<file path="src/rtl/dcao_pkg.sv">
// Constants, types and register map of the dual channel agreement output block
package dcao_pkg;

  // Timing
  localparam int CLK_PERIOD_NS   = 20;
  localparam int NS_PER_MS       = 1000000;
  localparam int JUDGE_PERIOD_MS = 10;
  localparam int CLK_PER_MS      = NS_PER_MS / CLK_PERIOD_NS;

  // Register byte offsets
  localparam logic [4:0] OFS_CONFIG     = 5'h00;
  localparam logic [4:0] OFS_TERM_SEL   = 5'h04;
  localparam logic [4:0] OFS_TIMES      = 5'h08;
  localparam logic [4:0] OFS_STATUS     = 5'h0C;
  localparam logic [4:0] OFS_IRQ_STATUS = 5'h10;
  localparam logic [4:0] OFS_IRQ_CLEAR  = 5'h14;
  localparam logic [4:0] OFS_IRQ_ENABLE = 5'h18;

  // Setting codes
  localparam logic [1:0] SEL_00 = 2'h0;
  localparam logic [1:0] SEL_01 = 2'h1;
  localparam logic [1:0] SEL_02 = 2'h2;

  // Terminal function codes
  localparam logic [6:0] FUNC_AGREE  = 7'h58;  // 088
  localparam logic [6:0] FUNC_FBK_A  = 7'h5E;  // 094
  localparam logic [6:0] FUNC_FBK_B  = 7'h5F;  // 095
  localparam logic [6:0] FUNC_MAX    = 7'h62;  // 098
  localparam logic [6:0] TERM_A_RST  = 7'h02;  // 002
  localparam logic [6:0] TERM_B_RST  = 7'h01;  // 001
  localparam logic [6:0] TERM_C_RST  = 7'h11;  // 017

  // Change time reset values in ms
  localparam logic [15:0] SHUTOFF_TIME_RST = 16'h0064;
  localparam logic [15:0] RELEASE_TIME_RST = 16'h0064;

  // Interrupt bit positions
  localparam int IRQ_SHUTOFF = 0;
  localparam int IRQ_PATH1   = 1;
  localparam int IRQ_PATH2   = 2;
  localparam int IRQ_CHANGE  = 3;
  localparam int IRQ_W       = 4;

  typedef enum logic [7:0] {
    ST_PERMIT          = 8'h01,
    ST_CHB_OPEN_WIN    = 8'h02,
    ST_CHA_OPEN_WIN    = 8'h04,
    ST_CHB_EXPIRED     = 8'h08,
    ST_CHA_EXPIRED     = 8'h10,
    ST_CHB_RELEASE_WIN = 8'h20,
    ST_CHA_RELEASE_WIN = 8'h40,
    ST_BOTH_OPEN       = 8'h80
  } dcao_state_t;

  typedef struct packed {
    logic [1:0] after_window_action_select;
    logic [1:0] within_window_output_select;
    logic [1:0] safe_torque_display_select;
  } dcao_cfg_t;

  typedef struct packed {
    logic [6:0] terminal_c_function_select;
    logic [6:0] terminal_b_function_select;
    logic [6:0] terminal_a_function_select;
  } dcao_term_sel_t;

endpackage

</file>
<file path="src/rtl/dcao_tick.sv">
// Enable pulse divider producing one pulse per DIV enabled cycles
`timescale 1ns/1ps
module dcao_tick #(
  parameter int DIV = 10
) (
  input  wire logic CLOCK,  // System clock
  input  wire logic NRST,   // Async reset, active low
  input  wire logic en,     // Count enable
  output logic      tick    // One-cycle pulse
);

  logic [31:0] cnt;
  logic [31:0] next_cnt;
  logic        next_tick;

  // Wrap at DIV-1 and pulse on the wrap
  always_comb begin
    next_cnt  = cnt;
    next_tick = 1'b0;
    if (en) begin
      if (cnt == 32'(DIV - 1)) begin
        next_cnt  = 32'h0;
        next_tick = 1'b1;
      end else begin
        next_cnt = cnt + 32'h1;
      end
    end
  end

  always_ff @(posedge CLOCK or negedge NRST) begin
    if (!NRST) begin
      cnt  <= 32'h0;
      tick <= 1'b0;
    end else begin
      cnt  <= next_cnt;
      tick <= next_tick;
    end
  end

endmodule

</file>
<file path="src/rtl/dcao_judge.sv">
// Agreement judgement, sampled only at judgement instants
`timescale 1ns/1ps
module dcao_judge
  import dcao_pkg::*;
(
  input  wire logic        CLOCK,   // System clock
  input  wire logic        NRST,    // Async reset, active low
  input  wire logic        judge,   // Judgement instant pulse
  input  dcao_state_t      state,   // Safe-stop state
  input  dcao_cfg_t        cfg,     // Selection settings
  output logic             agree,   // Held agreement result
  output logic             changed  // Pulse when result changed
);

  logic next_agree;
  logic next_changed;

  // Table lookup of the agreement result for one state
  function automatic logic agree_of(dcao_state_t s, dcao_cfg_t c);
    logic r;
    r = 1'b0;
    case (s)
      ST_PERMIT: r = 1'b1;
      ST_CHB_OPEN_WIN, ST_CHA_OPEN_WIN,
      ST_CHB_RELEASE_WIN, ST_CHA_RELEASE_WIN:
        r = (c.within_window_output_select == SEL_01);
      ST_CHB_EXPIRED, ST_CHA_EXPIRED:
        r = (c.after_window_action_select == SEL_01);
      ST_BOTH_OPEN: begin
        // Display select 02 forces off; otherwise channels agree
        if (c.safe_torque_display_select == SEL_02) begin
          r = 1'b0;
        end else begin
          r = 1'b1;
        end
      end
      default: r = 1'b0;
    endcase
    return r;
  endfunction

  // Only the judgement pulse may move the result
  always_comb begin
    next_agree   = agree;
    next_changed = 1'b0;
    if (judge) begin
      next_agree   = agree_of(state, cfg);
      next_changed = (agree_of(state, cfg) != agree);
    end
  end

  always_ff @(posedge CLOCK or negedge NRST) begin
    if (!NRST) begin
      agree   <= 1'b0;
      changed <= 1'b0;
    end else begin
      agree   <= next_agree;
      changed <= next_changed;
    end
  end

endmodule

</file>
<file path="src/rtl/dcao_top.sv">
// Dual channel agreement output block with safe-stop states and Avalon-MM registers
//
// Implementation choices: the register offsets and the Avalon-MM register port.
`timescale 1ns/1ps
module dcao_top
  import dcao_pkg::*;
#(
  parameter int CLK_PER_MS_P = CLK_PER_MS
) (
  input  wire logic        CLOCK,                   // 50 MHz clock
  input  wire logic        NRST,                    // Async reset, active low
  input  wire logic [4:0]  AVS_ADDRESS,             // Byte address
  input  wire logic        AVS_READ,                // Read request
  input  wire logic        AVS_WRITE,               // Write request
  input  wire logic [31:0] AVS_WRITEDATA,           // Write data
  input  wire logic [3:0]  AVS_BYTEENABLE,          // Byte lanes
  output logic      [31:0] AVS_READDATA,            // Read data
  output logic             AVS_WAITREQUEST,         // Stall
  input  wire logic        SAFETY_INPUT_A,          // Channel A, high = enabled
  input  wire logic        SAFETY_INPUT_B,          // Channel B, high = enabled
  output logic             CHANNEL_AGREEMENT_OUTPUT,// Agreement result
  output logic             OUTPUT_TERMINAL_A,       // Terminal A
  output logic             OUTPUT_TERMINAL_B,       // Terminal B
  output logic             OUTPUT_TERMINAL_C,       // Terminal C
  output logic             EXTERNAL_STATUS_MONITOR, // Reference monitor
  output logic             SHUTOFF_ERROR_TRIP,      // Both-open trip
  output logic             PATH_ONE_ERROR_TRIP,     // Channel B mismatch trip
  output logic             PATH_TWO_ERROR_TRIP,     // Channel A mismatch trip
  output logic             IRQ                      // Level interrupt
);

  // Settings and interrupt state
  dcao_cfg_t        cfg,        next_cfg;
  dcao_term_sel_t   term_sel,   next_term_sel;
  logic [15:0]      shutoff_change_time, next_shutoff_change_time;
  logic [15:0]      release_change_time, next_release_change_time;
  logic [IRQ_W-1:0] irq_status, next_irq_status;
  logic [IRQ_W-1:0] irq_enable, next_irq_enable;
  logic [IRQ_W-1:0] irq_set;
  logic [IRQ_W-1:0] irq_clr;

  // Bus handshake
  logic        next_waitrequest;
  logic [31:0] next_readdata;
  logic        bus_req;
  logic        bus_done;
  logic        wr_cfg, wr_term, wr_times, wr_clear, wr_enable;

  // State machine
  dcao_state_t state, next_state;
  logic [15:0] timer, next_timer;
  logic        ms_tick;
  logic        judge_tick;
  logic        agree;
  logic        agree_changed;
  logic        enter_path1;
  logic        enter_path2;
  logic        shutoff_hit;

  // Output staging
  logic next_term_a, next_term_b, next_term_c, next_monitor, next_agree_out;

  // Millisecond and judgement enables from one clock
  dcao_tick #(.DIV(CLK_PER_MS_P)) u_ms_tick (
    .CLOCK (CLOCK),
    .NRST  (NRST),
    .en    (1'b1),
    .tick  (ms_tick)
  );

  dcao_tick #(.DIV(JUDGE_PERIOD_MS)) u_judge_tick (
    .CLOCK (CLOCK),
    .NRST  (NRST),
    .en    (ms_tick),
    .tick  (judge_tick)
  );

  dcao_judge u_judge (
    .CLOCK   (CLOCK),
    .NRST    (NRST),
    .judge   (judge_tick),
    .state   (state),
    .cfg     (cfg),
    .agree   (agree),
    .changed (agree_changed)
  );

  // Byte-lane merge of a write into a stored word
  function automatic logic [31:0] merge(logic [31:0] old, logic [31:0] wd, logic [3:0] be);
    logic [31:0] r;
    r = old;
    for (int i = 0; i < 4; i++) begin
      if (be[i]) begin
        r[i*8 +: 8] = wd[i*8 +: 8];
      end
    end
    return r;
  endfunction

  // Terminal function decode, shared by the three terminals
  function automatic logic term_of(logic [6:0] sel, logic ag, logic a, logic b);
    logic r;
    r = 1'b0;
    if (sel == FUNC_AGREE) begin
      r = ag;
    end else if (sel == FUNC_FBK_A) begin
      r = a;
    end else if (sel == FUNC_FBK_B) begin
      r = b;
    end
    return r;
  endfunction

  // Completion happens on the edge that sees waitrequest low
  assign bus_req  = AVS_READ | AVS_WRITE;
  assign bus_done = bus_req & ~AVS_WAITREQUEST;
  assign wr_cfg    = AVS_WRITE & bus_done & (AVS_ADDRESS[4:2] == OFS_CONFIG[4:2]);
  assign wr_term   = AVS_WRITE & bus_done & (AVS_ADDRESS[4:2] == OFS_TERM_SEL[4:2]);
  assign wr_times  = AVS_WRITE & bus_done & (AVS_ADDRESS[4:2] == OFS_TIMES[4:2]);
  assign wr_clear  = AVS_WRITE & bus_done & (AVS_ADDRESS[4:2] == OFS_IRQ_CLEAR[4:2]);
  assign wr_enable = AVS_WRITE & bus_done & (AVS_ADDRESS[4:2] == OFS_IRQ_ENABLE[4:2]);

  // Bus answer: one wait cycle, read data latched with the release
  always_comb begin
    next_waitrequest = 1'b1;
    next_readdata    = AVS_READDATA;
    if (bus_req && AVS_WAITREQUEST) begin
      next_waitrequest = 1'b0;
      next_readdata    = 32'h0;
      if (AVS_ADDRESS[4:2] == OFS_CONFIG[4:2]) begin
        next_readdata = {26'h0, cfg};
      end else if (AVS_ADDRESS[4:2] == OFS_TERM_SEL[4:2]) begin
        next_readdata = {9'h0, term_sel.terminal_c_function_select, 1'b0,
                         term_sel.terminal_b_function_select, 1'b0,
                         term_sel.terminal_a_function_select};
      end else if (AVS_ADDRESS[4:2] == OFS_TIMES[4:2]) begin
        next_readdata = {release_change_time, shutoff_change_time};
      end else if (AVS_ADDRESS[4:2] == OFS_STATUS[4:2]) begin
        next_readdata = {16'h0, 3'h0, timer == 16'h0, SAFETY_INPUT_B, SAFETY_INPUT_A,
                         1'b0, agree, state};
      end else if (AVS_ADDRESS[4:2] == OFS_IRQ_STATUS[4:2]) begin
        next_readdata = {28'h0, irq_status};
      end else if (AVS_ADDRESS[4:2] == OFS_IRQ_ENABLE[4:2]) begin
        next_readdata = {28'h0, irq_enable};
      end
    end
  end

  always_ff @(posedge CLOCK or negedge NRST) begin
    if (!NRST) begin
      AVS_WAITREQUEST <= 1'b1;
      AVS_READDATA    <= 32'h0;
    end else begin
      AVS_WAITREQUEST <= next_waitrequest;
      AVS_READDATA    <= next_readdata;
    end
  end

  // Register writes; out-of-range terminal codes leave the old code
  always_comb begin
    logic [31:0] w;
    w                        = 32'h0;
    next_cfg                 = cfg;
    next_term_sel            = term_sel;
    next_shutoff_change_time = shutoff_change_time;
    next_release_change_time = release_change_time;
    next_irq_enable          = irq_enable;
    if (wr_cfg) begin
      w        = merge({26'h0, cfg}, AVS_WRITEDATA, AVS_BYTEENABLE);
      next_cfg = w[5:0];
    end
    if (wr_term) begin
      if (AVS_BYTEENABLE[0] && AVS_WRITEDATA[6:0] <= FUNC_MAX) begin
        next_term_sel.terminal_a_function_select = AVS_WRITEDATA[6:0];
      end
      if (AVS_BYTEENABLE[1] && AVS_WRITEDATA[14:8] <= FUNC_MAX) begin
        next_term_sel.terminal_b_function_select = AVS_WRITEDATA[14:8];
      end
      if (AVS_BYTEENABLE[2] && AVS_WRITEDATA[22:16] <= FUNC_MAX) begin
        next_term_sel.terminal_c_function_select = AVS_WRITEDATA[22:16];
      end
    end
    if (wr_times) begin
      w = merge({release_change_time, shutoff_change_time}, AVS_WRITEDATA, AVS_BYTEENABLE);
      next_shutoff_change_time = w[15:0];
      next_release_change_time = w[31:16];
    end
    if (wr_enable && AVS_BYTEENABLE[0]) begin
      next_irq_enable = AVS_WRITEDATA[IRQ_W-1:0];
    end
  end

  always_ff @(posedge CLOCK or negedge NRST) begin
    if (!NRST) begin
      cfg                 <= '0;
      term_sel            <= {TERM_C_RST, TERM_B_RST, TERM_A_RST};
      shutoff_change_time <= SHUTOFF_TIME_RST;
      release_change_time <= RELEASE_TIME_RST;
      irq_enable          <= '0;
    end else begin
      cfg                 <= next_cfg;
      term_sel            <= next_term_sel;
      shutoff_change_time <= next_shutoff_change_time;
      release_change_time <= next_release_change_time;
      irq_enable          <= next_irq_enable;
    end
  end

  // Safe-stop state walk; timer counts down change time in ms
  always_comb begin
    logic a, b;
    a          = SAFETY_INPUT_A;
    b          = SAFETY_INPUT_B;
    next_state = state;
    next_timer = (ms_tick && timer != 16'h0) ? timer - 16'h1 : timer;
    case (state)
      ST_PERMIT: begin
        if (!a && !b) begin
          next_state = ST_BOTH_OPEN;
        end else if (a && !b) begin
          next_state = ST_CHB_OPEN_WIN;
          next_timer = shutoff_change_time;
        end else if (!a && b) begin
          next_state = ST_CHA_OPEN_WIN;
          next_timer = shutoff_change_time;
        end
      end
      ST_CHB_OPEN_WIN, ST_CHA_OPEN_WIN: begin
        // Channel back on or window expired both mean mismatch
        if (!a && !b) begin
          next_state = ST_BOTH_OPEN;
        end else if ((a && b) || timer == 16'h0) begin
          next_state = (state == ST_CHB_OPEN_WIN) ? ST_CHB_EXPIRED : ST_CHA_EXPIRED;
        end
      end
      ST_CHB_RELEASE_WIN, ST_CHA_RELEASE_WIN: begin
        if (a && b) begin
          next_state = ST_PERMIT;
        end else if (!a && !b) begin
          next_state = ST_BOTH_OPEN;
        end else if (timer == 16'h0) begin
          next_state = (state == ST_CHB_RELEASE_WIN) ? ST_CHB_EXPIRED : ST_CHA_EXPIRED;
        end
      end
      ST_CHB_EXPIRED, ST_CHA_EXPIRED: begin
        // Mismatch clears only through both channels open
        if (!a && !b) begin
          next_state = ST_BOTH_OPEN;
        end
      end
      ST_BOTH_OPEN: begin
        if (a && b) begin
          next_state = ST_PERMIT;
        end else if (!a && b) begin
          next_state = ST_CHB_RELEASE_WIN;
          next_timer = release_change_time;
        end else if (a && !b) begin
          next_state = ST_CHA_RELEASE_WIN;
          next_timer = release_change_time;
        end
      end
      default: next_state = ST_BOTH_OPEN;
    endcase
  end

  always_ff @(posedge CLOCK or negedge NRST) begin
    if (!NRST) begin
      state <= ST_BOTH_OPEN;
      timer <= 16'h0;
    end else begin
      state <= next_state;
      timer <= next_timer;
    end
  end

  // Trip events
  assign enter_path1 = (cfg.after_window_action_select == SEL_02) &&
                       (next_state == ST_CHB_EXPIRED) && (state != ST_CHB_EXPIRED);
  assign enter_path2 = (cfg.after_window_action_select == SEL_02) &&
                       (next_state == ST_CHA_EXPIRED) && (state != ST_CHA_EXPIRED);
  assign shutoff_hit = (cfg.safe_torque_display_select == SEL_02) &&
                       (state == ST_BOTH_OPEN);
  assign irq_set = {agree_changed, enter_path2, enter_path1, shutoff_hit};
  assign irq_clr = (wr_clear && AVS_BYTEENABLE[0]) ? AVS_WRITEDATA[IRQ_W-1:0] : '0;

  // Sticky status; a set in the clearing cycle wins
  always_comb begin
    next_irq_status = (irq_status & ~irq_clr) | irq_set;
  end

  always_ff @(posedge CLOCK or negedge NRST) begin
    if (!NRST) begin
      irq_status <= '0;
    end else begin
      irq_status <= next_irq_status;
    end
  end

  // Pin outputs, all registered
  always_comb begin
    next_agree_out = agree;
    next_term_a    = term_of(term_sel.terminal_a_function_select, agree,
                             SAFETY_INPUT_A, SAFETY_INPUT_B);
    next_term_b    = term_of(term_sel.terminal_b_function_select, agree,
                             SAFETY_INPUT_A, SAFETY_INPUT_B);
    next_term_c    = term_of(term_sel.terminal_c_function_select, agree,
                             SAFETY_INPUT_A, SAFETY_INPUT_B);
    // Reference only: both inputs open and no trip latched
    next_monitor   = !SAFETY_INPUT_A && !SAFETY_INPUT_B &&
                     (irq_status[IRQ_PATH2:IRQ_SHUTOFF] == 3'h0);
  end

  always_ff @(posedge CLOCK or negedge NRST) begin
    if (!NRST) begin
      CHANNEL_AGREEMENT_OUTPUT <= 1'b0;
      OUTPUT_TERMINAL_A        <= 1'b0;
      OUTPUT_TERMINAL_B        <= 1'b0;
      OUTPUT_TERMINAL_C        <= 1'b0;
      EXTERNAL_STATUS_MONITOR  <= 1'b0;
      SHUTOFF_ERROR_TRIP       <= 1'b0;
      PATH_ONE_ERROR_TRIP      <= 1'b0;
      PATH_TWO_ERROR_TRIP      <= 1'b0;
      IRQ                      <= 1'b0;
    end else begin
      CHANNEL_AGREEMENT_OUTPUT <= next_agree_out;
      OUTPUT_TERMINAL_A        <= next_term_a;
      OUTPUT_TERMINAL_B        <= next_term_b;
      OUTPUT_TERMINAL_C        <= next_term_c;
      EXTERNAL_STATUS_MONITOR  <= next_monitor;
      SHUTOFF_ERROR_TRIP       <= next_irq_status[IRQ_SHUTOFF];
      PATH_ONE_ERROR_TRIP      <= next_irq_status[IRQ_PATH1];
      PATH_TWO_ERROR_TRIP      <= next_irq_status[IRQ_PATH2];
      IRQ                      <= |(next_irq_status & next_irq_enable);
    end
  end

endmodule

</file>
<file path="config.mk">
export PLATFORM = sky130hd
export DESIGN_NAME = dcao_top
export DESIGN_NICKNAME = d
export VERILOG_FILES = /design/src/rtl/dcao_pkg.sv /design/src/rtl/dcao_tick.sv /design/src/rtl/dcao_judge.sv /design/src/rtl/dcao_top.sv
export SDC_FILE = /design/constraint.sdc
export NUM_CORES = 1
export LEC_CHECK = 0
export ABC_AREA = 1
export BUFFER_PORTS_ARGS = -buffer_cell sky130_fd_sc_hd__buf_2
export CAP_MARGIN = 20
export CORE_MARGIN = 3
export CORE_UTILIZATION = 54
export DETAILED_ROUTE_END_ITERATION = 6
export PLACE_DENSITY = 0.81
export SYNTH_ARGS = -nofsm -noshare
export SYNTH_HDL_FRONTEND = slang
export SYNTH_SLANG_ARGS = --single-unit
</file>
<file path="constraint.sdc">
create_clock -name CLOCK -period 1.7 [get_ports CLOCK]
set_input_delay 0.255 -clock CLOCK [delete_from_list [all_inputs] [get_ports CLOCK]]
set_output_delay 0.255 -clock CLOCK [all_outputs]
set_load 0.02 [all_outputs]
</file>
# [After elaboration in Yosys (flattened, before gate mapping)]
# Index checks and enable logic that the tools add are counted.
# W data, S select, Z words.
[op_classes] n_mux=50 reduce_logical=37 eq_ne=34 bitwise_logic=13 order_cmp=3 add_sub_neg=3
[ops] cell="$mux W32" n=5
[ops] cell="$mux W16" n=7
[ops] cell="$mux W8" n=12
[ops] cell="$add A32 B1 Y32 const B" n=2
[ops] cell="$eq A7 B7 Y1 const B" n=9
[ops] cell="$pmux W8 S5" n=1
[ops] cell="$eq A32 B16 Y1 const B" n=1
[ops] cell="$eq A32 B4 Y1 const B" n=1
[ops] cell="$pmux W16 S2" n=1
[ops] cell="$le A7 B7 Y1 const B" n=3
[ops] cell="$logic_and A1 B1 Y1" n=17
[ops] cell="$eq A8 B4 Y1 const B" n=2
[ops] cell="$eq A8 B5 Y1 const B" n=2
[ops] cell="$logic_not A16 Y1" n=1
[ops] cell="$mux W1" n=16
[ops] cell="$mux W4" n=4
[ops] cell="$reduce_and A2 Y1" n=8
[ops] cell="$reduce_bool A16 Y1" n=1
[ops] cell="$sub A16 B1 Y16 const B" n=1
[ops] cell="$mux W13" n=1
[ops] cell="$mux W5" n=2
[ops] cell="$eq A3 B3 Y1 const B" n=3
[ops] cell="$and A4 B4 Y4" n=2
[ops] cell="$eq A8 B1 Y1 const B" n=1
[ops] cell="other kinds (23)" n=37
[totals] register_bits=201 output_inout_bits=42 inputBits=47

# [Longest topological paths before layout]
# Gate-level depths: netlist (run 1).
[depth] ltp_word=12 depth_mapped=13 ltp_nobuf=13

# [Hierarchy]
# From an unflattened synthesis (run 1), not the netlist that was laid out.
[unflattened] cells_unflattened=1494 area_unflattened_um2=11088.1
[by_module_without_submodules] module="dcao_top" cells_each=822 area_each_um2=6507.5 n_inst=1
[by_module_without_submodules] module="dcao_tick at u_ms_tick" cells_each=316 area_each_um2=2217.1 n_inst=1
[by_module_without_submodules] module="dcao_tick at u_judge_tick" cells_each=291 area_each_um2=2044.5 n_inst=1
[by_module_without_submodules] module="dcao_judge" cells_each=65 area_each_um2=319.1 n_inst=1

# [Worst setup path after synthesis (run 1)]
# No wires, ideal clock.
[synth_path] path_type="register -> register" from="reg u_judge_tick.cnt[0]" to="reg u_judge_tick.cnt[28]" setup_slack_ns=-0.015 t_arrival_ns=1.593 setup_ns=0.122 path_stages_with_launch=13 cell_sequence="dfrtp_1 > ha_1 > nand2_1 > nor2_2 > nand2_2 > nor2_4 > inv_2 > nor2_4 > nand3_2 > inv_2 > and3_1 > nand2_1 > xor2_1"
[synth_between] elab_chain_len=2
[synth_rtl] item="start, declared" line="dcao_tick.sv:12" source="logic [31:0] cnt;"
[synth_rtl] item="start signal, assigned" line="dcao_tick.sv:35" source="cnt <= next_cnt;"
[synth_rtl] item="$add A32 B1 Y32 / $eq A32 B4 Y1 (equally long branches)" line="dcao_tick.sv:25, dcao_tick.sv:21"
[synth_rtl] item="$mux W32 (*)" line="dcao_tick.sv:21" source="if (cnt == 32'(DIV - 1)) begin"
# Every way passes the cells marked *; elsewhere a longest branch is shown, timed or not.
# A chain may end at the register's enable or synchronous reset.

# [Worst setup path in the final report (run 1)]
[layout_path] from="reg timer[5]" to="reg timer[13]"
[layout_between] elab_chain_len=7
[layout_rtl] item="start, declared" line="dcao_top.sv:51" source="logic [15:0] timer, next_timer;"
[layout_rtl] item="start signal, assigned" line="dcao_top.sv:272" source="timer <= next_timer;"
[layout_rtl] item="branches (longest 2 deep; another with $sub A16 B1 Y16)"
[layout_rtl] item="$mux W16 (*)" line="dcao_top.sv:215" source="next_timer = (ms_tick && timer != 16'h0) ? timer - 16'h1 : timer;"
[layout_rtl] item="$mux W16, on equally long branches" line="dcao_top.sv:257, dcao_top.sv:223"
[layout_rtl] item="$mux W16, on equally long branches" line="dcao_top.sv:254, dcao_top.sv:220"
[layout_rtl] item="$mux W16, on equally long branches" line="dcao_top.sv:252, dcao_top.sv:218"
[layout_rtl] item="$pmux W16 S2 (*)" line="dcao_top.sv:216" source="case (state)"
[layout_rtl] item="named net next_timer[13]" line="dcao_top.sv:51"
# Mark *: on every way through the listed nets, which the timed path passes.

==> metrics, run 1 <==
endpoints failing setup 41; Slew headroom 0.674; Mapped Cells 1,251; reg-to-reg slack, setup -0.25 ns; CORE AREA 0.0188 sq mm; final std cells w/o fill 1,780; prevailing post-synth register cell dfrtp_1; HP Class input pin to flip-flop; #FFs+latches synth 198; CP max FO 7; grt total ovfl 0; RSZ-0062 raised after global routing true; Initial Utilization 0.554; worst-margin pin slew 0.485 ns; number of synthesis warnings 0; input/output buffers 86; vias per cell 5.77; clk slew on worst S/H paths 0.08 ns; Tmin final 1.95 ns; Place WS -0.111 ns; # IOs 89; Post-DP Area 0.0120 sq mm; total of max-cap violations 0; Max Freq 512 MHz; CTS sink count 198; layout cells sized above 1 0.339; Post-Route Setup TNS -3.77 ns; WL/cell 18.3 microns; vias post-DR 10,300; CTS tree yes; cts bufs inserted 17; Total GRT Usage 0.283; commonest cells after routing, fill and taps aside nand2_1 (258), dfrtp_1 (176), buf_4 (154); Routability Congestion 0.963; final instance area 0.0138 sq mm; maximum VDD drop 0.886 mV; DRT iter0 DRCs 1,121; pwr dens 1120 mW/mm^2; synth unique cells 63; CTS H-tree lvls 4; DP HPWL 21,800 microns; commonest non-fill, non-tap cell in the layout nand2_1; asr flop ratio synth 1.00; violated checks negative setup slack; status complete, but fails checks; Cell Area, Synth 0.0104 sq mm; CP Data Required Time 2.05 ns; crit path launch type flip-flop; Final Max Tran Viols 0; Avg Cell Area, Syn 8.34 sq um; Core Util, Final 0.733; WS Path Type flip-flop to flip-flop; Final Power 15.5 mW; Root Buffer Master clkbuf_16; vias in the first global route 9,685; area grow syn2layout 32.3%; final period utilization 1.15; Die Ht 145 microns; Seq/Total Area, Yosys 0.476; Clk Latency, worst-skew pair 0.45 ns; Post-synth EDFFs 0; die footprint 0.0210 sq mm; leakage power 6.65 nW; worst hold-check slack 0.0321 ns; WP data arrival 2.30 ns; clk buf depth 2; Routed Antenna Nets 0; total count of hold-check failures in the final report 0; drt drc 0; first-pass GRT wire length 48,600 microns; Final #Nets 1,557; First-pass DRT Iterations 6; Worst Skew 0.0125 ns; Chip Width 145 microns; Crit. End Element flip-flop; placed insts 1,689; final wirelength 32,600 microns; PnR worst setup slack -0.252 ns; syn nets 1,302; initial antenna violation count 1; pin count of the biggest net entering global routing 58; Site Rows 50
## per-layer routing
metal	vias to the layer above	GRT usage	share of wire
li1	4653	-	-
met1	4901	0.365	0.38
met2	566	0.486	0.49
met3	145	0.0481	0.075
met4	0	0.0974	0.051
met5	-	0	0
## kinds of logic after synthesis
| family | Yosys count | share of synthesized area |
|---|---|---|
| AOI/OAI and AO/OA | 199 | 0.109 |
| xor gates and xnor gates | 62 | 0.0521 |
| and+or+nand+nor | 598 | 0.276 |
| muxes | 10 | 0.0108 |
| DFF | 198 | 0.476 |
| buffers and inverters | 180 | 0.0713 |
| adders and majority gates | 4 | 0.00480 |
## cells in the mapped netlist, drive strengths merged (4+ instances only)
| master | instances | area share |
|---|---|---|
| a31oi | 4 | 0.0030 |
| inv | 148 | 0.054 |
| buf | 16 | 0.012 |
| nand2 | 305 | 0.12 |
| o2111ai | 6 | 0.0050 |
| o21ai | 127 | 0.062 |
| nor3 | 33 | 0.020 |
| nand4 | 40 | 0.028 |
| xnor2 | 18 | 0.015 |
| o22ai | 8 | 0.0048 |
| mux2 | 10 | 0.011 |
| nor2 | 126 | 0.058 |
| a21oi | 27 | 0.013 |
| xor2 | 44 | 0.037 |
| a221oi | 8 | 0.0067 |
| nand3 | 66 | 0.035 |
| dfstp | 12 | 0.030 |
| ha | 4 | 0.0048 |
| dfrtp | 186 | 0.45 |
| or2 | 4 | 0.0024 |
| clkbuf | 14 | 0.0050 |
| nor4 | 16 | 0.010 |
## area by class of cell
| cell class | count | area (sq um) |
|---|---|---|
| repair buffers | 264 | 1930 |
| fillers | 1228 | 5030 |
| clock buffers | 19 | 443 |
| inverters | 150 | 598 |
| diodes | 1 | 2.50 |
| multi-input cells | 873 | 5370 |
| well taps | 260 | 325 |
| clock inverters | 13 | 139 |
| repair inverters | 2 | 16.3 |
| flip-flops and latches | 198 | 4980 |
## sequential cells by signal, indices dropped and copies added, names as in the netlist, 4 cells and up
register / count
AVS_READDATA: 32
cfg: 6
irq_enable: 4
irq_status: 4
release_change_time: 16
shutoff_change_time: 16
state: 8
term_sel: 21
timer: 16
u_judge_tick.cnt: 32
u_ms_tick.cnt: 32
## timing repair
action | 4_1_cts | 5_1_grt
hold endpoints to repair | 43 | 0
setup endpoints to repair | 32 | 62
pin swaps | 18 | 65
hold buffers | 1 | 0
gates resized for setup | 36 | 169
buffers inserted | 18 | 39
gates cloned | 0 | 2
## power breakdown
part	leakage (nW)	switching, mW	internal (mW)
Clock	0.280	1.96	2.11
Sequential	2.61	0.568	5.36
Combinational	3.76	3.22	2.28
Total	6.65	5.75	9.74
## worst max-delay path, stage by stage (launching register included)
cell,delay [ns]
dfrtp_1,0.47
nor2_4,0.21
nand2_4,0.09
nor2_4,0.17
nand2_4,0.14
nand2_8,0.15
buf_6,0.14
inv_8,0.05
nand2_1,0.06
o21ai_1,0.12
a21oi_1,0.26
## worst paths after layout
| check | from | end | depth (start not counted) |
|---|---|---|---|
| worst max register to register | timer[5]$_DFF_PN0_ | timer[13]$_DFF_PN0_ | 10 |
| min in group asynchronous | NRST | u_ms_tick.cnt[16]$_DFF_PN0_ | 2 |
| worst max-delay path | timer[5]$_DFF_PN0_ | timer[13]$_DFF_PN0_ | 10 |
| max in group asynchronous | NRST | term_sel[1]$_DFFE_PN1P_ | 3 |
| worst min-delay path | AVS_WRITEDATA[24] | release_change_time[8]$_DFFE_PN0P_ | 2 |
| worst min register to register | AVS_READDATA[9]$_DFFE_PN0P_ | AVS_READDATA[9]$_DFFE_PN0P_ | 2 |
No activity file was read; power rests on OpenSTA's default activity.
==> inputs of run 2 (changes only) <==
--- a/config.mk
+++ b/config.mk
@@ -9,9 +9,10 @@
 export BUFFER_PORTS_ARGS = -buffer_cell sky130_fd_sc_hd__buf_2
 export CAP_MARGIN = 20
 export CORE_MARGIN = 3
-export CORE_UTILIZATION = 54
+export CORE_UTILIZATION = 55
 export DETAILED_ROUTE_END_ITERATION = 6
-export PLACE_DENSITY = 0.81
+export HOLD_SLACK_MARGIN = 0.12
+export PLACE_DENSITY = 0.79
 export SYNTH_ARGS = -nofsm -noshare
 export SYNTH_HDL_FRONTEND = slang
 export SYNTH_SLANG_ARGS = --single-unit
==> constraint.sdc (replaced) <==
create_clock -name CLOCK -period 2.35 [get_ports CLOCK]
set_input_delay 0.3525 -clock CLOCK [delete_from_list [all_inputs] [get_ports CLOCK]]
set_output_delay 0.3525 -clock CLOCK [all_outputs]
set_load 0.02 [all_outputs]
==> run 2 against run 1 <==
The flow now finishes without violations. Register-to-register slack gained 0.59 ns. Flip-flop and latch count unchanged. Power shrank 39%. Global-route usage down 1.3 points. Fmax decreased by 2.8%. Critical path depth is 2 higher. Critical path type unchanged. Critical endpoint is now u_judge_tick.cnt[28]$_DFFE_PN0P_. Largest cell class is now registers.
==> metrics, run 2 (synthesized netlist as in run 1, its figures left out) <==
status completed; final wirelength 27,000 microns; vias in the first global route 8,682; final std cells w/o fill 1,585; Slew headroom 0.617; Place WS 0.359 ns; post-cts repair resize count 0; die footprint 0.0207 sq mm; total count of hold-check failures in the final report 0; WP data arrival 2.32 ns; Chip Width 144 microns; total of max-cap violations 0; cts bufs inserted 17; Post-Route Setup TNS 0 ns; grt total ovfl 0; Slowest Stage Delay on Critical Path 0.45 ns; WS Path Type flip-flop to flip-flop; CTS Hold Bufs 1; vias per cell 5.73; worst hold-check slack 0.142 ns; maximum VDD drop 0.646 mV; initial antenna violation count 1; Final Max Tran Viols 0; CTS H-tree lvls 4; Site Rows 49; commonest cells after routing, fill and taps aside nand2_1 (293), dfrtp_1 (186), inv_1 (132); pwr dens 803 mW/mm^2; DP HPWL 20,300 microns; CTS tree yes; Root Buffer Master clkbuf_16; Filler cells 1,546; slowest CP cell dfrtp_1; Initial Utilization 0.571; CP Cell Sequence ha_1, nand2_1, nor2_2, nand2_2, nor2_4, inv_2, nor2_4, nand3_2, inv_2, and3_1, nand2_1, xor2_1; endpoints failing setup 0; WL/cell 17.0 microns; PnR worst setup slack 0.341 ns; Largest regs AVS_READDATA (32), u_judge_tick.cnt (32), u_ms_tick.cnt (32); HP Class input pin to flip-flop; total setup buffers inserted after CTS 0; First-pass DRT Iterations 6; RSZ-0062 raised after global routing false; Worst Skew 0.0161 ns; CORE AREA 0.0183 sq mm; CP Data Required Time 2.66 ns; drt drc 0; register area 0.00497 sq mm; input/output buffers 86; pin count of the biggest net entering global routing 62; commonest non-fill, non-tap cell in the layout nand2_1; Max Freq 498 MHz; clk buf depth 2; Die Ht 144 microns; crit path launch type flip-flop; final period utilization 0.855; leakage power 5.59 nW; area of the multi-input gates 0.00473 sq mm; Tmin final 2.01 ns; area grow syn2layout 12.2%; Final #Nets 1,394; vias post-DR 9,086; Routability Congestion 0.930; Clk Latency, worst-skew pair 0.44 ns; diode count 0; Crit. End Element flip-flop; clk slew on worst S/H paths 0.07 ns; CP max FO 5; Routed Antenna Nets 0; first-pass GRT wire length 44,100 microns; Core Util, Final 0.640; Total GRT Usage 0.270; worst-margin pin slew 0.569 ns; CTS sink count 198; placed insts 1,552; # IOs 89; layout cells sized above 1 0.167; DRT iter0 DRCs 755
run 2: cell count changes in the layout (fill, tap and decap cells not counted), sizes merged:
cell | previous run | this run
clkinv | 8 | 5
clkbuf | 20 | 24
clkinvlp | 2 | 5
buf | 262 | 101
diode | 1 | 0
inv | 154 | 148
run 2: area by class of cell:
type / instances / area share
timing repair buffer: 103 / 0.0519
multi-input combinational: 873 / 0.404
clock inverter: 9 / 0.00706
clock buffer: 23 / 0.0391
sequential: 198 / 0.425
tap: 229 / 0.0245
inverter: 150 / 0.0487
run 2: layer usage:
layer	global-route usage	vias up	wire length, microns
met1	0.364	4337	11200
met3	0.0483	53	1870
met5	0	-	7
met2	0.447	376	13200
met4	0.0862	2	692
li1	-	4318	-
run 2: final timing paths:
check	start	endpoint	slack, ns	cells past startpoint
worst max-delay path	u_judge_tick.cnt[0]$_DFFE_PN0P_	u_judge_tick.cnt[28]$_DFFE_PN0P_	0.34	12
worst min-delay path	AVS_WRITEDATA[28]	release_change_time[12]$_DFFE_PN0P_	0.14	2
worst max register to register	u_judge_tick.cnt[0]$_DFFE_PN0P_	u_judge_tick.cnt[28]$_DFFE_PN0P_	0.34	12
worst min register to register	u_judge_tick.cnt[30]$_DFFE_PN0P_	u_judge_tick.cnt[30]$_DFFE_PN0P_	0.47	1
max in group asynchronous	NRST	release_change_time[6]$_DFFE_PN1P_	1.17	3
min in group asynchronous	NRST	u_judge_tick.cnt[19]$_DFFE_PN0P_	0.47	2
run 2: worst max-delay path, delay by kind of cell, from the launching register on:
kind	cells	cell delay, ns
buffers and inverters	2	0.16
adders and majority gates	1	0.22
DFF	1	0.45
and+or+nand+nor	8	0.92
xor gates and xnor gates	1	0.14
run 2: power breakdown:
part / internal (mW) / switching (mW)
clock: 1.48 / 1.26
sequential: 3.88 / 0.415
combinational: 0.805 / 1.55
total: 6.16 / 3.23
run 2: through the flow:
stage          power, mW  instance area, sq um
5_1_grt             9.87                 11700
3_5_place_dp        6.64                 11200
4_1_cts             9.36                 11700
6_report            9.39                 11700
2_1_floorplan       5.92                 10400
3_3_place_gp        6.55                 11200
==> inputs of run 3 (changes only) <==
--- a/config.mk
+++ b/config.mk
@@ -5,14 +5,13 @@
 export SDC_FILE = /design/constraint.sdc
 export NUM_CORES = 1
 export LEC_CHECK = 0
-export ABC_AREA = 1
-export BUFFER_PORTS_ARGS = -buffer_cell sky130_fd_sc_hd__buf_2
 export CAP_MARGIN = 20
 export CORE_MARGIN = 3
 export CORE_UTILIZATION = 55
 export DETAILED_ROUTE_END_ITERATION = 6
+export DONT_BUFFER_PORTS = 1
 export HOLD_SLACK_MARGIN = 0.12
-export PLACE_DENSITY = 0.79
+export PLACE_DENSITY = 0.75
 export SYNTH_ARGS = -nofsm -noshare
 export SYNTH_HDL_FRONTEND = slang
 export SYNTH_SLANG_ARGS = --single-unit
==> constraint.sdc (replaced) <==
create_clock -name CLOCK -period 2.35 [get_ports CLOCK]
set_input_delay 0.1175 -clock CLOCK [delete_from_list [all_inputs] [get_ports CLOCK]]
set_output_delay 0.1175 -clock CLOCK [all_outputs]
set_load 0.02 [all_outputs]
==> run 3 against run 2 <==
The flow now finishes with violations (negative hold slack). Clock-buffer cell count decreased by 3. Register-to-register slack got worse by 0.22 ns. Clock skew decreased by 0.0059 ns. First-iteration DRC count rose by 5.0%. Non-clock buffer count is 24 lower. Sequential share of layout area rose by 3.1 points. Fmax is 9.7% lower. Power is 2.7% higher. Flip-flop and latch count is the same. Critical path type unchanged. Critical endpoint is now term_sel[6]$_DFFE_PN0P_.
==> metrics, run 3 <==
status complete, but fails checks; violated checks negative hold slack; Post-synth EDFFs 0; Seq pwr share 0.478; syn nets 910; Root Buffer Master clkbuf_16; worst-margin pin slew 0.818 ns; final period utilization 0.947; most frequent cell after synthesis dfrtp_1; CTS H-tree lvls 4; multiplexer share of the synthesized area 0.0764; logic gate share of total power 0.214; Simple-Gate Fraction of Synth Area 0.176; Switching Power 3.05 mW; Tmin final 2.23 ns; endpoints failing setup 0; Chip Width 137 microns; Reg2Reg Depth 7; CTS Hold Bufs 59; Pint 6.59 mW; Post-Route Setup TNS 0 ns; Clk Latency, worst-skew pair 0.43 ns; prevailing post-synth register cell dfrtp_1; area leader, netlist dfrtp_1; pwr dens 884 mW/mm^2; Slew headroom 0.452; Synth Area in Adders 0.00532; First-pass DRT Iterations 5; drt drc 0; WP data arrival 2.60 ns; initial antenna violation count 0; compound-gate portion of the synthesized area 0.116; largest family of logic cells by synthesized area simple AND/OR/NAND/NOR gates; pin count of the biggest net entering global routing 199; final wirelength 23,700 microns; CP Cell Sequence nand2b_1, nor3_1, buf_4, nand2_1, a31oi_2, o22a_1, dlygate4sd3_1; clock network fraction of total power 0.308; crit path launch type flip-flop; RSZ-0062 raised after global routing false; slowest CP cell dlygate4sd3_1; capture point of the worst path term_sel[6]$_DFFE_PN0P_; Die Ht 137 microns; # IOs 89; clk buf depth 2; net switching fraction of the power 0.317; cts bufs inserted 17; xor and xnor area share after synthesis 0.0734; Routed Antenna Nets 0; DRT iter0 DRCs 793; HP Class input pin to async pin; Area contributors post-synth dfrtp_1 (49%), mux2_2 (6.6%), xnor2_1 (5.1%); area grow syn2layout 15.9%; synth cell count leaders dfrtp_1 (186), nand2_1 (89), mux2_2 (55), xnor2_1 (55), nor2_1 (49); Largest regs AVS_READDATA (32), u_judge_tick.cnt (32), u_ms_tick.cnt (32); Mapped Cells 859; total count of hold-check failures in the final report 198; die footprint 0.0187 sq mm; reg-to-reg slack, setup 0.12 ns; area share of the largest cell type after synthesis 0.494; Initial Utilization 0.566; input/output buffers 0; crit path from AVS_WAITREQUEST$_DFF_PN1_; PnR worst setup slack 0.124 ns; total of max-cap violations 0; vias in the first global route 7,296; Worst Skew 0.0103 ns; DP HPWL 15,700 microns; r2r startpoint AVS_WAITREQUEST$_DFF_PN1_; Max Freq 449 MHz; grt total ovfl 0; vias post-DR 7,243; CORE AREA 0.0166 sq mm; first-pass GRT wire length 38,400 microns; CTS sink count 198; commonest cells after routing, fill and taps aside dfrtp_1 (186), nand2_1 (88), xnor2_1 (55), mux2_2 (55), dlygate4sd3_1 (55); Slowest Stage Delay on Critical Path 0.55 ns; asr flop ratio synth 1.00; Cell Area, Synth 0.00941 sq mm; Crit. End Element flip-flop; synth unique cells 68; Seq/Total Area, Yosys 0.528; maximum VDD drop 0.629 mV; layout cells sized above 1 0.151; leakage power 4.75 nW; Routability Congestion 0.896; CP max FO 5; #FFs+latches synth 198; Site Rows 47; Final #Nets 978; CP Data Required Time 2.72 ns; Total GRT Usage 0.263; vias per cell 6.24; commonest non-fill, non-tap cell in the layout dfrtp_1; diode count 0; CTS tree yes; WS Path Type flip-flop to flip-flop; worst hold-check slack -0.617 ns; WL/cell 20.5 microns; clk slew on worst S/H paths 0.07 ns; Final Max Tran Viols 0; number of synthesis warnings 0; Place WS 0.209 ns; reg2reg end term_sel[6]$_DFFE_PN0P_; Avg Cell Area, Syn 11.0 sq um
## run 3: cell types whose count changed after synthesis, moves of 37 or more
cell     before  now
mux2_2       10   55
nand2_1     293   89
inv_1       132   20
xnor2_1      18   55
nor2_1      101   49
o21ai_0     106   43
## run 3: power by group through the flow
stage / combinational (mW) / clock [mW] / sequential [mW]
global route: 2.28 / 3.16 / 4.67
global placement: 1.80 / 0 / 4.63
floorplan: 1.53 / 0 / 4.44
CTS: 2.00 / 3.01 / 4.58
detailed placement: 1.84 / 0 / 4.64
finish: 2.07 / 2.97 / 4.61
## run 3: cell families (layout without fill, tap and decap cells)
kind of cell | Yosys count | after routing
and+or+nand+nor | 307 | 307
DFF | 198 | 198
AOI/OAI and AO/OA | 162 | 162
xor gates and xnor gates | 78 | 78
muxes | 60 | 60
buffers and inverters | 50 | 131
adders and majority gates | 4 | 4
## run 3: timing repair
| action | 4_1_cts | 5_1_grt |
|---|---|---|
| endpoints found under the setup margin | 0 | 15 |
| resized for setup | 0 | 11 |
| buffers inserted | 0 | 3 |
| hold endpoints to repair | 298 | 198 |
## run 3: per-layer routing
layer  track usage  vias up  wire length (microns)
li1              -     3285                      -
met1         0.365     3574                  10300
met2         0.401      319                  11000
met3        0.0695       65                   1860
met4        0.0942        0                    613
met5             0        -                      0
## run 3: worst min path at each step
stage / depth (start not counted) / endpoint
2_1_floorplan: 0 / AVS_READDATA[0]$_DFFE_PN0P_
3_3_place_gp: 0 / EXTERNAL_STATUS_MONITOR$_DFF_PN0_
3_5_place_dp: 0 / EXTERNAL_STATUS_MONITOR$_DFF_PN0_
4_1_cts: 0 / EXTERNAL_STATUS_MONITOR$_DFF_PN0_
5_1_grt: 0 / EXTERNAL_STATUS_MONITOR$_DFF_PN0_
6_report: 0 / EXTERNAL_STATUS_MONITOR$_DFF_PN0_
## run 3: critical path, delay by kind of cell (launching register included)
kind	cells	cell delay, ns
buffers and inverters	2	0.75
AND/OR/NAND/NOR	3	0.51
AO/OA/AOI/OAI	2	0.46
flip-flops	1	0.43
## run 3: area by class of cell
type,instances,area (sq um)
Clock buffer,20,457
Clock inverter,12,148
Fill cell,1195,5730
Inverter,20,75.1
Multi-Input combinational cell,611,4240
Sequential cell,198,4970
Tap cell,220,275
Timing Repair Buffer,79,751
## run 3: stage by stage
stage / power (mW) / std cells / instance area (sq um) / util
detailed placement: 6.48 / 1066 / 9670 / 0.581
global placement: 6.44 / 1066 / 9670 / 0.581
global route: 10.1 / 1160 / 10900 / 0.656
finish: 9.64 / 1160 / 10900 / 0.656
CTS: 9.59 / 1157 / 10900 / 0.653
floorplan: 5.97 / 859 / 9410 / -
